## src/design/fdsr_defines.vh

```
`ifndef FDSR_DEFINES_VH
`define FDSR_DEFINES_VH
`define FDSR_WORD_W 16
`define FDSR_CH_N 8
`define FDSR_CNT_W 6
`define FDSR_FIRST_LEN 6'd16
`define FDSR_NEXT_LEN 6'd8
`define FDSR_CMD_STBY 2'b00
`define FDSR_CMD_INPUT 2'b01
`define FDSR_CMD_ON 2'b10
`define FDSR_CMD_OFF 2'b11
`define FDSR_CMD_RESET 16'hffff
`endif

```

## src/design/fdsr_sync.v

```verilog
`timescale 1ns/1ps
`default_nettype none
module fdsr_sync #(
	parameter W = 1
) (
	input wire clk, // system clock
	input wire rst_n, // async reset, active low
	input wire [W-1:0] d, // asynchronous inputs
	output reg [W-1:0] q // synchronised copies
);
	reg [W-1:0] meta_q;
	always @(posedge clk or negedge rst_n) begin
		if (!rst_n) begin
			meta_q <= {W{1'b0}};
			q <= {W{1'b0}};
		end else begin
			meta_q <= d;
			q <= meta_q;
		end
	end
endmodule
`default_nettype wire

```

## src/design/fdsr_channel.v

```verilog
`timescale 1ns/1ps
`default_nettype none
`include "fdsr_defines.vh"
module fdsr_channel (
	input wire clk, // system clock
	input wire rst_n, // async reset, active low
	input wire [1:0] cmd, // channel command from last good frame
	input wire par_in, // synchronised parallel input
	input wire clr, // one-cycle pulse: command 00 taken
	input wire open_det, // synchronised open-load/short-to-ground comparator
	input wire over_load, // synchronised overcurrent comparator
	input wire over_temp, // synchronised overtemperature sense
	output reg drv_on_q, // driver gate
	output reg open_flag_q, // latched open-load flag
	output reg ovl_flag_q // latched overload/overtemp flag
);
	reg want_on;
	reg diag_en;
	always @* begin
		case (cmd)
			`FDSR_CMD_STBY: begin
				want_on = 1'b0;
				diag_en = 1'b0;
			end
			`FDSR_CMD_INPUT: begin
				want_on = par_in;
				diag_en = 1'b1;
			end
			`FDSR_CMD_ON: begin
				want_on = 1'b1;
				diag_en = 1'b0;
			end
			default: begin
				want_on = 1'b0;
				diag_en = 1'b1;
			end
		endcase
	end
	always @(posedge clk or negedge rst_n) begin
		if (!rst_n) begin
			drv_on_q <= 1'b0;
			open_flag_q <= 1'b0;
			ovl_flag_q <= 1'b0;
		end else begin
			// open load does not gate the driver
			drv_on_q <= want_on & ~ovl_flag_q & ~(drv_on_q & (over_load | over_temp));
			// set wins over clear
			if (!drv_on_q && diag_en && open_det)
				open_flag_q <= 1'b1;
			else if (clr)
				open_flag_q <= 1'b0;
			if ((drv_on_q && over_load) || over_temp)
				ovl_flag_q <= 1'b1;
			else if (clr)
				ovl_flag_q <= 1'b0;
		end
	end
endmodule
`default_nettype wire

```

## src/design/fdsr_top.v

```verilog
`timescale 1ns/1ps
`default_nettype none
`include "fdsr_defines.vh"
module fdsr_top #(
	parameter CH = `FDSR_CH_N
) (
	input wire clk, // system clock 100 MHz
	input wire rst_n, // async reset, active low
	input wire chip_select_n, // spi select, active low
	input wire sclk, // spi clock from host
	input wire sdi, // serial in
	output reg sdo_q, // serial out data
	output reg sdo_oe_n_q, // serial out enable, low while driving
	input wire [CH-1:0] par_in, // parallel inputs
	input wire [CH-1:0] open_det, // open-load/short-to-ground comparators
	input wire [CH-1:0] over_load, // overcurrent comparators
	input wire [CH-1:0] over_temp, // overtemperature sense
	input wire mode_exit, // level: limp home / uvlo / low-iq-to-off exit
	output reg [CH-1:0] drv_on_q // driver gates
);
	// ----------------------------------------
	// input synchronisers
	// ----------------------------------------
	wire [3:0] spi_s;
	wire [4*CH:0] ana_s;
	fdsr_sync #(.W(4)) u_spi_sync (
		.clk(clk),
		.rst_n(rst_n),
		// select goes in inverted so the synchroniser's zero reset means idle
		.d({~chip_select_n, sclk, sdi, 1'b0}),
		.q(spi_s)
	);
	fdsr_sync #(.W(4*CH+1)) u_ana_sync (
		.clk(clk),
		.rst_n(rst_n),
		.d({mode_exit, par_in, open_det, over_load, over_temp}),
		.q(ana_s)
	);
	wire cs_n = ~spi_s[3];
	wire sck = spi_s[2];
	wire si = spi_s[1];
	wire exit_s = ana_s[4*CH];
	wire [CH-1:0] par_s = ana_s[4*CH-1:3*CH];
	wire [CH-1:0] open_s = ana_s[3*CH-1:2*CH];
	wire [CH-1:0] ovl_s = ana_s[2*CH-1:CH];
	wire [CH-1:0] ot_s = ana_s[CH-1:0];

	// ----------------------------------------
	// edge detection
	// ----------------------------------------
	reg cs_n_q, sck_q, exit_q;
	always @(posedge clk or negedge rst_n) begin
		if (!rst_n) begin
			cs_n_q <= 1'b1;
			sck_q <= 1'b0;
			exit_q <= 1'b0;
		end else begin
			cs_n_q <= cs_n;
			sck_q <= sck;
			exit_q <= exit_s;
		end
	end
	wire cs_fall = cs_n_q & ~cs_n;
	wire cs_rise = ~cs_n_q & cs_n;
	wire sck_rise = ~sck_q & sck;
	wire sck_fall = sck_q & ~sck;
	// a mode exit is the falling edge of the mode level
	wire exit_ev = exit_q & ~exit_s;

	// ----------------------------------------
	// frame shifter
	// ----------------------------------------
	wire [CH-1:0] open_f, ovl_f;
	reg [`FDSR_WORD_W-1:0] rx_q, tx_q;
	reg [`FDSR_CNT_W-1:0] cnt_q;
	reg [2*CH-1:0] cmd_q;
	reg ter_q;
	reg [CH-1:0] clr_q;
	reg [`FDSR_WORD_W-1:0] diag_w;
	integer i;
	integer j;
	// frame good: 16 bits then whole 8-bit groups
	function frame_ok;
		input [`FDSR_CNT_W-1:0] n;
		begin
			frame_ok = (n >= `FDSR_FIRST_LEN) && (n[2:0] == 3'd0);
		end
	endfunction
	always @* begin
		diag_w = {`FDSR_WORD_W{1'b0}};
		for (i = 0; i < CH; i = i + 1) begin
			diag_w[2*i+1] = open_f[i];
			diag_w[2*i] = ovl_f[i];
		end
	end
	always @(posedge clk or negedge rst_n) begin
		if (!rst_n) begin
			rx_q <= {`FDSR_WORD_W{1'b0}};
			tx_q <= {`FDSR_WORD_W{1'b0}};
			cnt_q <= {`FDSR_CNT_W{1'b0}};
			cmd_q <= `FDSR_CMD_RESET;
			ter_q <= 1'b0;
			clr_q <= {CH{1'b0}};
			sdo_q <= 1'b0;
			sdo_oe_n_q <= 1'b1;
		end else begin
			clr_q <= {CH{1'b0}};
			if (cs_fall) begin
				// snapshot so the word is stable for the whole frame
				tx_q <= diag_w;
				cnt_q <= {`FDSR_CNT_W{1'b0}};
				sdo_q <= ter_q;
				sdo_oe_n_q <= 1'b0;
			end else if (!cs_n) begin
				if (sck_rise) begin
					rx_q <= {rx_q[`FDSR_WORD_W-2:0], si};
					// saturate so long frames cannot wrap into a good length
					if (cnt_q != {`FDSR_CNT_W{1'b1}})
						cnt_q <= cnt_q + 1'b1;
				end
				if (sck_fall) begin
					// after ter the word follows msb first, then daisy data
					sdo_q <= tx_q[`FDSR_WORD_W-1];
					// newest bit in feeds the tail, so the first bit in leaves after 16
					tx_q <= {tx_q[`FDSR_WORD_W-2:0], rx_q[0]};
				end
			end
			if (cs_rise) begin
				sdo_oe_n_q <= 1'b1;
				if (frame_ok(cnt_q)) begin
					cmd_q <= rx_q;
					for (j = 0; j < CH; j = j + 1)
						clr_q[j] <= (rx_q[2*j+:2] == `FDSR_CMD_STBY);
				end
			end
			// set wins over clear
			if (exit_ev || (cs_rise && !frame_ok(cnt_q)))
				ter_q <= 1'b1;
			else if (cs_rise)
				ter_q <= 1'b0;
		end
	end

	// ----------------------------------------
	// channels
	// ----------------------------------------
	wire [CH-1:0] drv_w;
	genvar g;
	generate
		for (g = 0; g < CH; g = g + 1) begin : g_ch
			fdsr_channel u_ch (
				.clk(clk),
				.rst_n(rst_n),
				.cmd(cmd_q[2*g+:2]),
				.par_in(par_s[g]),
				.clr(clr_q[g]),
				.open_det(open_s[g]),
				.over_load(ovl_s[g]),
				.over_temp(ot_s[g]),
				.drv_on_q(drv_w[g]),
				.open_flag_q(open_f[g]),
				.ovl_flag_q(ovl_f[g])
			);
		end
	endgenerate
	always @(posedge clk or negedge rst_n) begin
		if (!rst_n)
			drv_on_q <= {CH{1'b0}};
		else
			drv_on_q <= drv_w & ~ovl_f;
	end
endmodule
`default_nettype wire

```

## config.mk

```make
export PLATFORM = sky130hd
export DESIGN_NAME = fdsr_top
export DESIGN_NICKNAME = d
export VERILOG_FILES = /design/src/design/fdsr_sync.v /design/src/design/fdsr_channel.v /design/src/design/fdsr_top.v
export VERILOG_INCLUDE_DIRS = /design/src /design/src/design
export SDC_FILE = /design/constraint.sdc
export NUM_CORES = 1
export LEC_CHECK = 0
export BUFFER_PORTS_ARGS = -buffer_cell sky130_fd_sc_hd__buf_2
export CAP_MARGIN = 5
export CORE_ASPECT_RATIO = 0.9
export CORE_UTILIZATION = 60
export DETAILED_ROUTE_END_ITERATION = 16
export PLACE_DENSITY = 0.83
export SLEW_MARGIN = 15
export SYNTH_ARGS = -nofsm -noshare
export SYNTH_HDL_FRONTEND = slang
export SYNTH_SLANG_ARGS = --single-unit
export TNS_END_PERCENT = 1
```

## constraint.sdc

```tcl
create_clock -name clk -period 3.8 [get_ports clk]
set_clock_uncertainty 0.05 [all_clocks]
set_input_delay 0.57 -clock clk [delete_from_list [all_inputs] [get_ports clk]]
set_output_delay 0.57 -clock clk [all_outputs]
set_load 0.05 [all_outputs]
```

==> results of run 1 <==
[per-layer routing]
metal / vias to the layer above / wire (um)
met4: 0 / 231
li1: 1545 / -
met3: 22 / 354
met2: 77 / 4860
met5: - / 0
met1: 1660 / 4550
[cell families (layout without fill, tap and decap cells)]
| logic type | Yosys count | after routing |
|---|---|---|
| AOI/OAI and AO/OA | 50 | 50 |
| adders and majority gates | 27 | 27 |
| buffers and inverters | 46 | 119 |
| DFF | 172 | 172 |
| muxes | 69 | 69 |
| and+or+nand+nor | 51 | 51 |
[cell usage in the layout (no fill, tap or decap), types with 2 or more instances in the layout]
master,netlist,routed
a311oi_1,3,3
nand2b_1,2,2
and4b_1,4,4
nor2_2,2,2
mux2_2,66,66
bufinv_16,0,2
a41oi_1,2,2
a21oi_1,16,16
a31oi_1,2,2
nor4bb_1,4,4
ha_1,27,27
mux2_4,2,2
nor3_1,10,10
inv_6,0,5
nor2_1,3,3
nor2b_1,9,9
dfstp_2,18,18
buf_2,3,46
nand2_1,2,2
nor4b_1,2,2
o22ai_1,2,2
clkbuf_16,0,17
or4b_2,6,6
dfrtp_1,154,154
inv_1,38,38
inv_8,0,2
o21ai_0,21,21
clkinv_2,0,2
[metrics by stage]
| step | cells | power [uW] | hold slack, ps | area [um^2] | utilization |
|---|---|---|---|---|---|
| floorplan | 415 | 2290 | 224 | 6300 | - |
| global placement | 585 | 2390 | 281 | 6670 | 0.653 |
| detailed placement | 585 | 2420 | 285 | 6670 | 0.653 |
| CTS | 617 | 4140 | 187 | 7260 | 0.712 |
| global route | 617 | 4260 | 173 | 7260 | 0.712 |
| finish | 617 | 4110 | 182 | 7260 | 0.712 |
[registers in the layout, indices dropped and copies added, names as in the netlist]
signal                 cells
rx_q                      16
g_ch.u_ch.ovl_flag_q       8
clr_q                      8
u_spi_sync.q               3
exit_q                     1
ter_q                      1
g_ch.u_ch.drv_on_q         8
u_spi_sync.meta_q          3
sdo_oe_n_q                 1
g_ch.u_ch.open_flag_q      8
u_ana_sync.q              33
tx_q                      16
cmd_q                     16
u_ana_sync.meta_q         33
drv_on_q                   8
cnt_q                      6
sdo_q                      1
sck_q                      1
cs_n_q                     1
[worst min path at each step]
stage / slack, ps / to / from / depth (start not counted)
3_5_place_dp: 280 / u_ana_sync.q[0] / u_ana_sync.meta_q[0] / 0
5_1_grt: 170 / u_ana_sync.meta_q[23] / open_det[7] / 1
6_report: 180 / u_ana_sync.meta_q[2] / rst_n / 1
4_1_cts: 190 / u_ana_sync.meta_q[15] / over_load[7] / 1
3_3_place_gp: 280 / u_ana_sync.q[29] / u_ana_sync.meta_q[29] / 0
2_1_floorplan: 220 / clr_q[0] / rst_n / 0
[area by class of cell]
type                    instances  area [um^2]
flip-flops and latches        172         4330
inverters                      38          143
fillers                       661         2940
well taps                     129          161
clock buffers                  19          443
repair buffers                 49          269
clock inverters                13          153
multi-input cells             197         1770
[where the power goes]
part	total (uW)	leakage [uW]	switching [uW]	internal (uW)
Sequential	2090	0.00207	100	1990
Combinational	296	0.00101	129	166
Clock	1730	0.000293	724	1000
==> impl_results.md, run 1 <==
* Core region area at 10200 um^2
* Gpl congestion at 0.737
* Share of the synthesized area in the top cell type at 0.612
* Gr busiest metal: met2
* Initial DRC Count at 216
* Netlist Area Pre-Place at 6300 um^2
* Layout cell share with drive strength beyond 1 at 0.359
* Number of flops mapped to enable cells by yosys at 0
* Crit path launch: u_spi_sync.q[3]
* Period utilization at 0.688
* Antenna diodes at 0
* Clk sinks at 172
* Post-DP HPWL at 6.31 mm
* I/O Pins at 48
* Max FO, Critical Path at 27
* Num CTS Buffers at 17
* WP data arrival at 2870 ps
* Fmax at 0.382 GHz
* Number of synthesized register bits at 172
* Met3 GRT Util at 0.0734
* CP cell instances: ha_1 -> a31oi_2 -> mux2_2
* Maximum vdd ir drop at 0.594 mV
* Largest net degree at the start of global routing at 95
* Post-CTS Setup Repair Bufs at 0
* Crit. End Element: flip-flop
* Routed WL at 10.0 mm
* CP required at 4060 ps
* # setup viols final at 0
* Number of global-route vias before repair at 3493
* Input/output buffers at 47
* Synth Instances at 415
* Ys async rst share at 1.00
* P_leak at 0.00337 uW
* Main combinational cell family by area after synthesis: multiplexers
* Avg Cell Area, Syn at 15.2 um^2
* # rows at 35
* Die ar. at 10900 um^2
* Slowest-stage cell, CP: a31oi_2
* Cts repair resizes at 0
* Reg-to-Reg Start: u_spi_sync.q[3]
* Die height at 99.2 um
* Synth Flop Type: dfrtp_1
* Mux contribution to synthesized area at 0.124
* CTS tree: built
* Routed vias at 3304
* Synth Area in Compound Gates at 0.0463
* Dpl ws at 1180 ps
* Top-count cell post-synth: dfrtp_1
* Area share of fa/ha/maj cells after synthesis at 0.0536
* Post-synthesis sequential area ratio at 0.687
* Yosys warning count at 0
* Layout Area Growth over Synthesis at 15.3%
* Synth top area cells: dfrtp_1, mux2_2, dfstp_2
* Status: finished clean
* Grt ovf at 0
* Starting Density at 0.617
* Crit Path Class: reg2reg
* Logic depth of the worst path, buffers included at 3
* H-tree levels at 4
* Worst-path clk slew at 70 ps
* Max clock buf depth at 2
* Antenna-violating nets left at 0
* Met1 GRT Util at 0.275
* CP endpoint: tx_q[9]
* Root buf cell: clkbuf_16
* Worst-Margin Slew at 1160 ps
* Nets at 540
* Total GRT Usage at 0.211
* Fin crit period at 2620 ps
* Worst Path Buf+Inv at 0
* Final Hold Fails at 0
* Synth Area in Simple Gates at 0.0564
* Drc violations at 0
* Setup TNS Final at 0 ps
* Max Cap Viol at 0
* Met2 usage at 0.323
* Synth top cells by count: dfrtp_1, mux2_2, inv_1
* Slew Limit Fails at 0
* Setup ws final at 1180 ps
* Leading area contributor after synthesis: dfrtp_1
* First-pass GRT wire length at 16.8 mm
* Worst skew pair latency at 420 ps
* PwrDens at 566 nW/um^2
* Reg2Reg Depth at 3
* Crit path launch type: flip-flop
* Initial antenna violation count at 0
* Die Width at 110 um
* Crit-path max cell delay at 950 ps
* Via/cell ratio at 5.35
* Min-delay worst type: in2async
* Iteration count of the initial detailed-routing pass at 5
* Hold buffer count at cts at 0
* Synth cell types at 39
* Worst path top cell family by delay: compound AO/OA/AOI/OAI gates
* R2r setup slk at 1180 ps
* Slew headroom at 0.227
* Worst r2r dst: tx_q[9]
* Unrepaired setup endpoints after global routing: no
* Wire per inst at 16.2 um
* Synth Area in XOR/XNOR at 0
* Post-Synthesis Net Count at 480
Power figures use the tool's default switching activity.
==> run 2: changes to the inputs <==
Settings changed: ABC_AREA set to 1, CORE_UTILIZATION 60 to 53, PLACE_DENSITY 0.83 to 0.77.
Clock period 3.8 ns to 2.2 ns, I/O delays scaled along.
==> run 2 against run 1 <==
Against the previous run:
- hold slack gained 110 ps
- cell count grew 31%
- critical path type unchanged
- largest power group unchanged
- design area grew 6.4%
- sequential share of layout area is 3.6 points lower
- highest routed layer unchanged
==> impl_results.md, run 2 <==
* # setup viols final at 0
* Combinational share of power at 0.059
* First-pass GRT wire length at 18.6 mm
* Final core utilization at 0.668
* Layout Area Growth over Synthesis at 21.1%
* WP data arrival at 2130 ps
* Drc violations at 0
* Top-count cell post-synth: dfrtp_1
* Yosys warning count at 0
* Status: finished clean
* Unrepaired setup endpoints after global routing: no
* Nets at 704
* Initial antenna violation count at 0
* Number of flops mapped to enable cells by yosys at 0
* Max clock buf depth at 2
* Crit path launch type: flip-flop
* Gpl congestion at 0.831
* Largest net degree at the start of global routing at 63
* Post-Synthesis Net Count at 609
* Netlist Area Pre-Place at 6380 um^2
* Period utilization at 0.862
* Root buf cell: clkbuf_16
* Core region area at 11600 um^2
* Layout cell share with drive strength beyond 1 at 0.204
* CTS tree: built
* Die height at 106 um
* Slew Limit Fails at 0
* Crit Path Class: reg2reg
* Initial DRC Count at 309
* Number of global-route vias before repair at 4122
* Slew headroom at 0.533
* Max FO, Critical Path at 41
* Synth Flop Type: dfrtp_1
* Total GRT Usage at 0.194
* H-tree levels at 4
* Internal power at 5210 uW
* Routed vias at 3926
* Worst-Margin Slew at 700 ps
* Crit. End Element: flip-flop
* Setup TNS Final at 0 ps
* Clock share of power at 0.432
* Post-synthesis sequential area ratio at 0.678
* Fmax at 0.527 GHz
* Antenna diodes at 0
* Commonest non-fill, non-tap cell in the layout: dfrtp_1
* Input/output buffers at 47
* Max Cap Viol at 0
* Routed WL at 10.6 mm
* Synth Instances at 544
* Antenna-violating nets left at 0
* Most frequent cells in the layout: dfrtp_1, inv_1, nand2_1, buf_2, nor2_1
* Iteration count of the initial detailed-routing pass at 5
* Via/cell ratio at 4.86
* Synth top area cells: dfrtp_1, dfstp_2, ha_1
* Synth top cells by count: dfrtp_1, inv_1, nand2_1
* Final Hold Fails at 0
* Synth cell types at 31
* Worst skew pair latency at 420 ps
* # rows at 37
* Maximum vdd ir drop at 0.790 mV
* Leading area contributor after synthesis: dfrtp_1
* Power share of the sequential group at 0.509
* I/O Pins at 48
* Num CTS Buffers at 17
* Clk sinks at 172
* Avg Cell Area, Syn at 11.7 um^2
* Number of synthesized register bits at 172
* Starting Density at 0.551
* Die ar. at 12500 um^2
* Grt ovf at 0
* Post-DP HPWL at 6.78 mm
* CP required at 2440 ps
* Wire per inst at 13.1 um
* P_leak at 0.00350 uW
* Switching power at 1530 uW
* Sw Share at 0.227
* Top flop regs: u_ana_sync.meta_q (33), u_ana_sync.q (33)
* Post-CTS Setup Repair Bufs at 0
* Min-delay worst type: reg2reg
* PwrDens at 872 nW/um^2
* Fin crit period at 1900 ps
* Worst-path clk slew at 70 ps
* Die Width at 118 um
* Share of the synthesized area in the top cell type at 0.604
* Ys async rst share at 1.00
-- run 2: cell types whose count changed in the layout (fill, tap and decap cells not counted), sizes merged, moves of 30 or more --
cell	previous run	this run
dlygate4sd3	0	37
nand2	2	70
nor2	5	43
inv	45	75
o21ai	21	71
mux2	68	1
-- run 2: path summary, 6_finish.rpt --
path,start,slack (ps),cells after the start,end
min reg2reg,u_spi_sync.meta_q[1],300,0,u_spi_sync.q[1]
max in group asynchronous,rst_n,950,3,cmd_q[4]
min,u_spi_sync.meta_q[1],300,0,u_spi_sync.q[1]
min in group asynchronous,rst_n,400,2,u_ana_sync.q[1]
max,cnt_q[0],300,5,ter_q
max reg2reg,cnt_q[0],300,5,ter_q
-- run 2: timing repair --
item | 4_1_cts | 5_1_grt
endpoints found under the hold margin | 84 | 0
hold buffers | 37 | 0
resized for setup | 0 | 0
endpoints found under the setup margin | 0 | 0
-- run 2: cell type report --
class,count,area (um^2)
Multi-Input combinational cell,286,1670
Timing Repair Buffer,90,682
Clock inverter,12,138
Fill cell,853,3850
Sequential cell,172,4330
Tap cell,156,195
Clock buffer,20,447
Inverter,72,273
-- run 2: logic make-up after synthesis --
logic type	synth area share
flops	0.678
simple gates	0.110
buf+inv	0.0604
mux	0.00177
compound gates	0.0969
fa+ha+maj	0.0530
-- run 2: stage by stage --
stage,area (um^2),std cells,hold slack (ps),setup slack (ps),power [uW]
after floorplan,6380,544,-15.6,856,3670
after global placement,6770,739,281,439,3810
after detailed placement,6770,739,285,318,3840
after global routing,7730,808,300,135,7020
final,7730,808,296,304,6740
after CTS,7730,808,297,291,6800
-- run 2: routing by layer --
metal	global-route usage	routed length [um]	up-vias	share of wire
met3	0.0553	364	12	0.034
met1	0.232	4630	1907	0.44
li1	-	-	1937	-
met5	0	0	-	0
met2	0.332	5480	70	0.52
met4	0.0797	128	0	0.012
-- run 2: worst max-delay path: stages (launching register included) --
cell and delay (ps):
dfrtp_1 430, inv_1 130, ha_1 200, nand4_4 550, o21ai_0 270, o21ai_0 130
-- run 2: power by group through the flow --
stage | logic (uW) | clock network [uW] | registers, uW
floorplan | 184 | 0 | 3480
global placement | 336 | 0 | 3480
global route | 452 | 3120 | 3450
CTS | 407 | 2960 | 3430
finish | 398 | 2910 | 3430
detailed placement | 352 | 0 | 3480
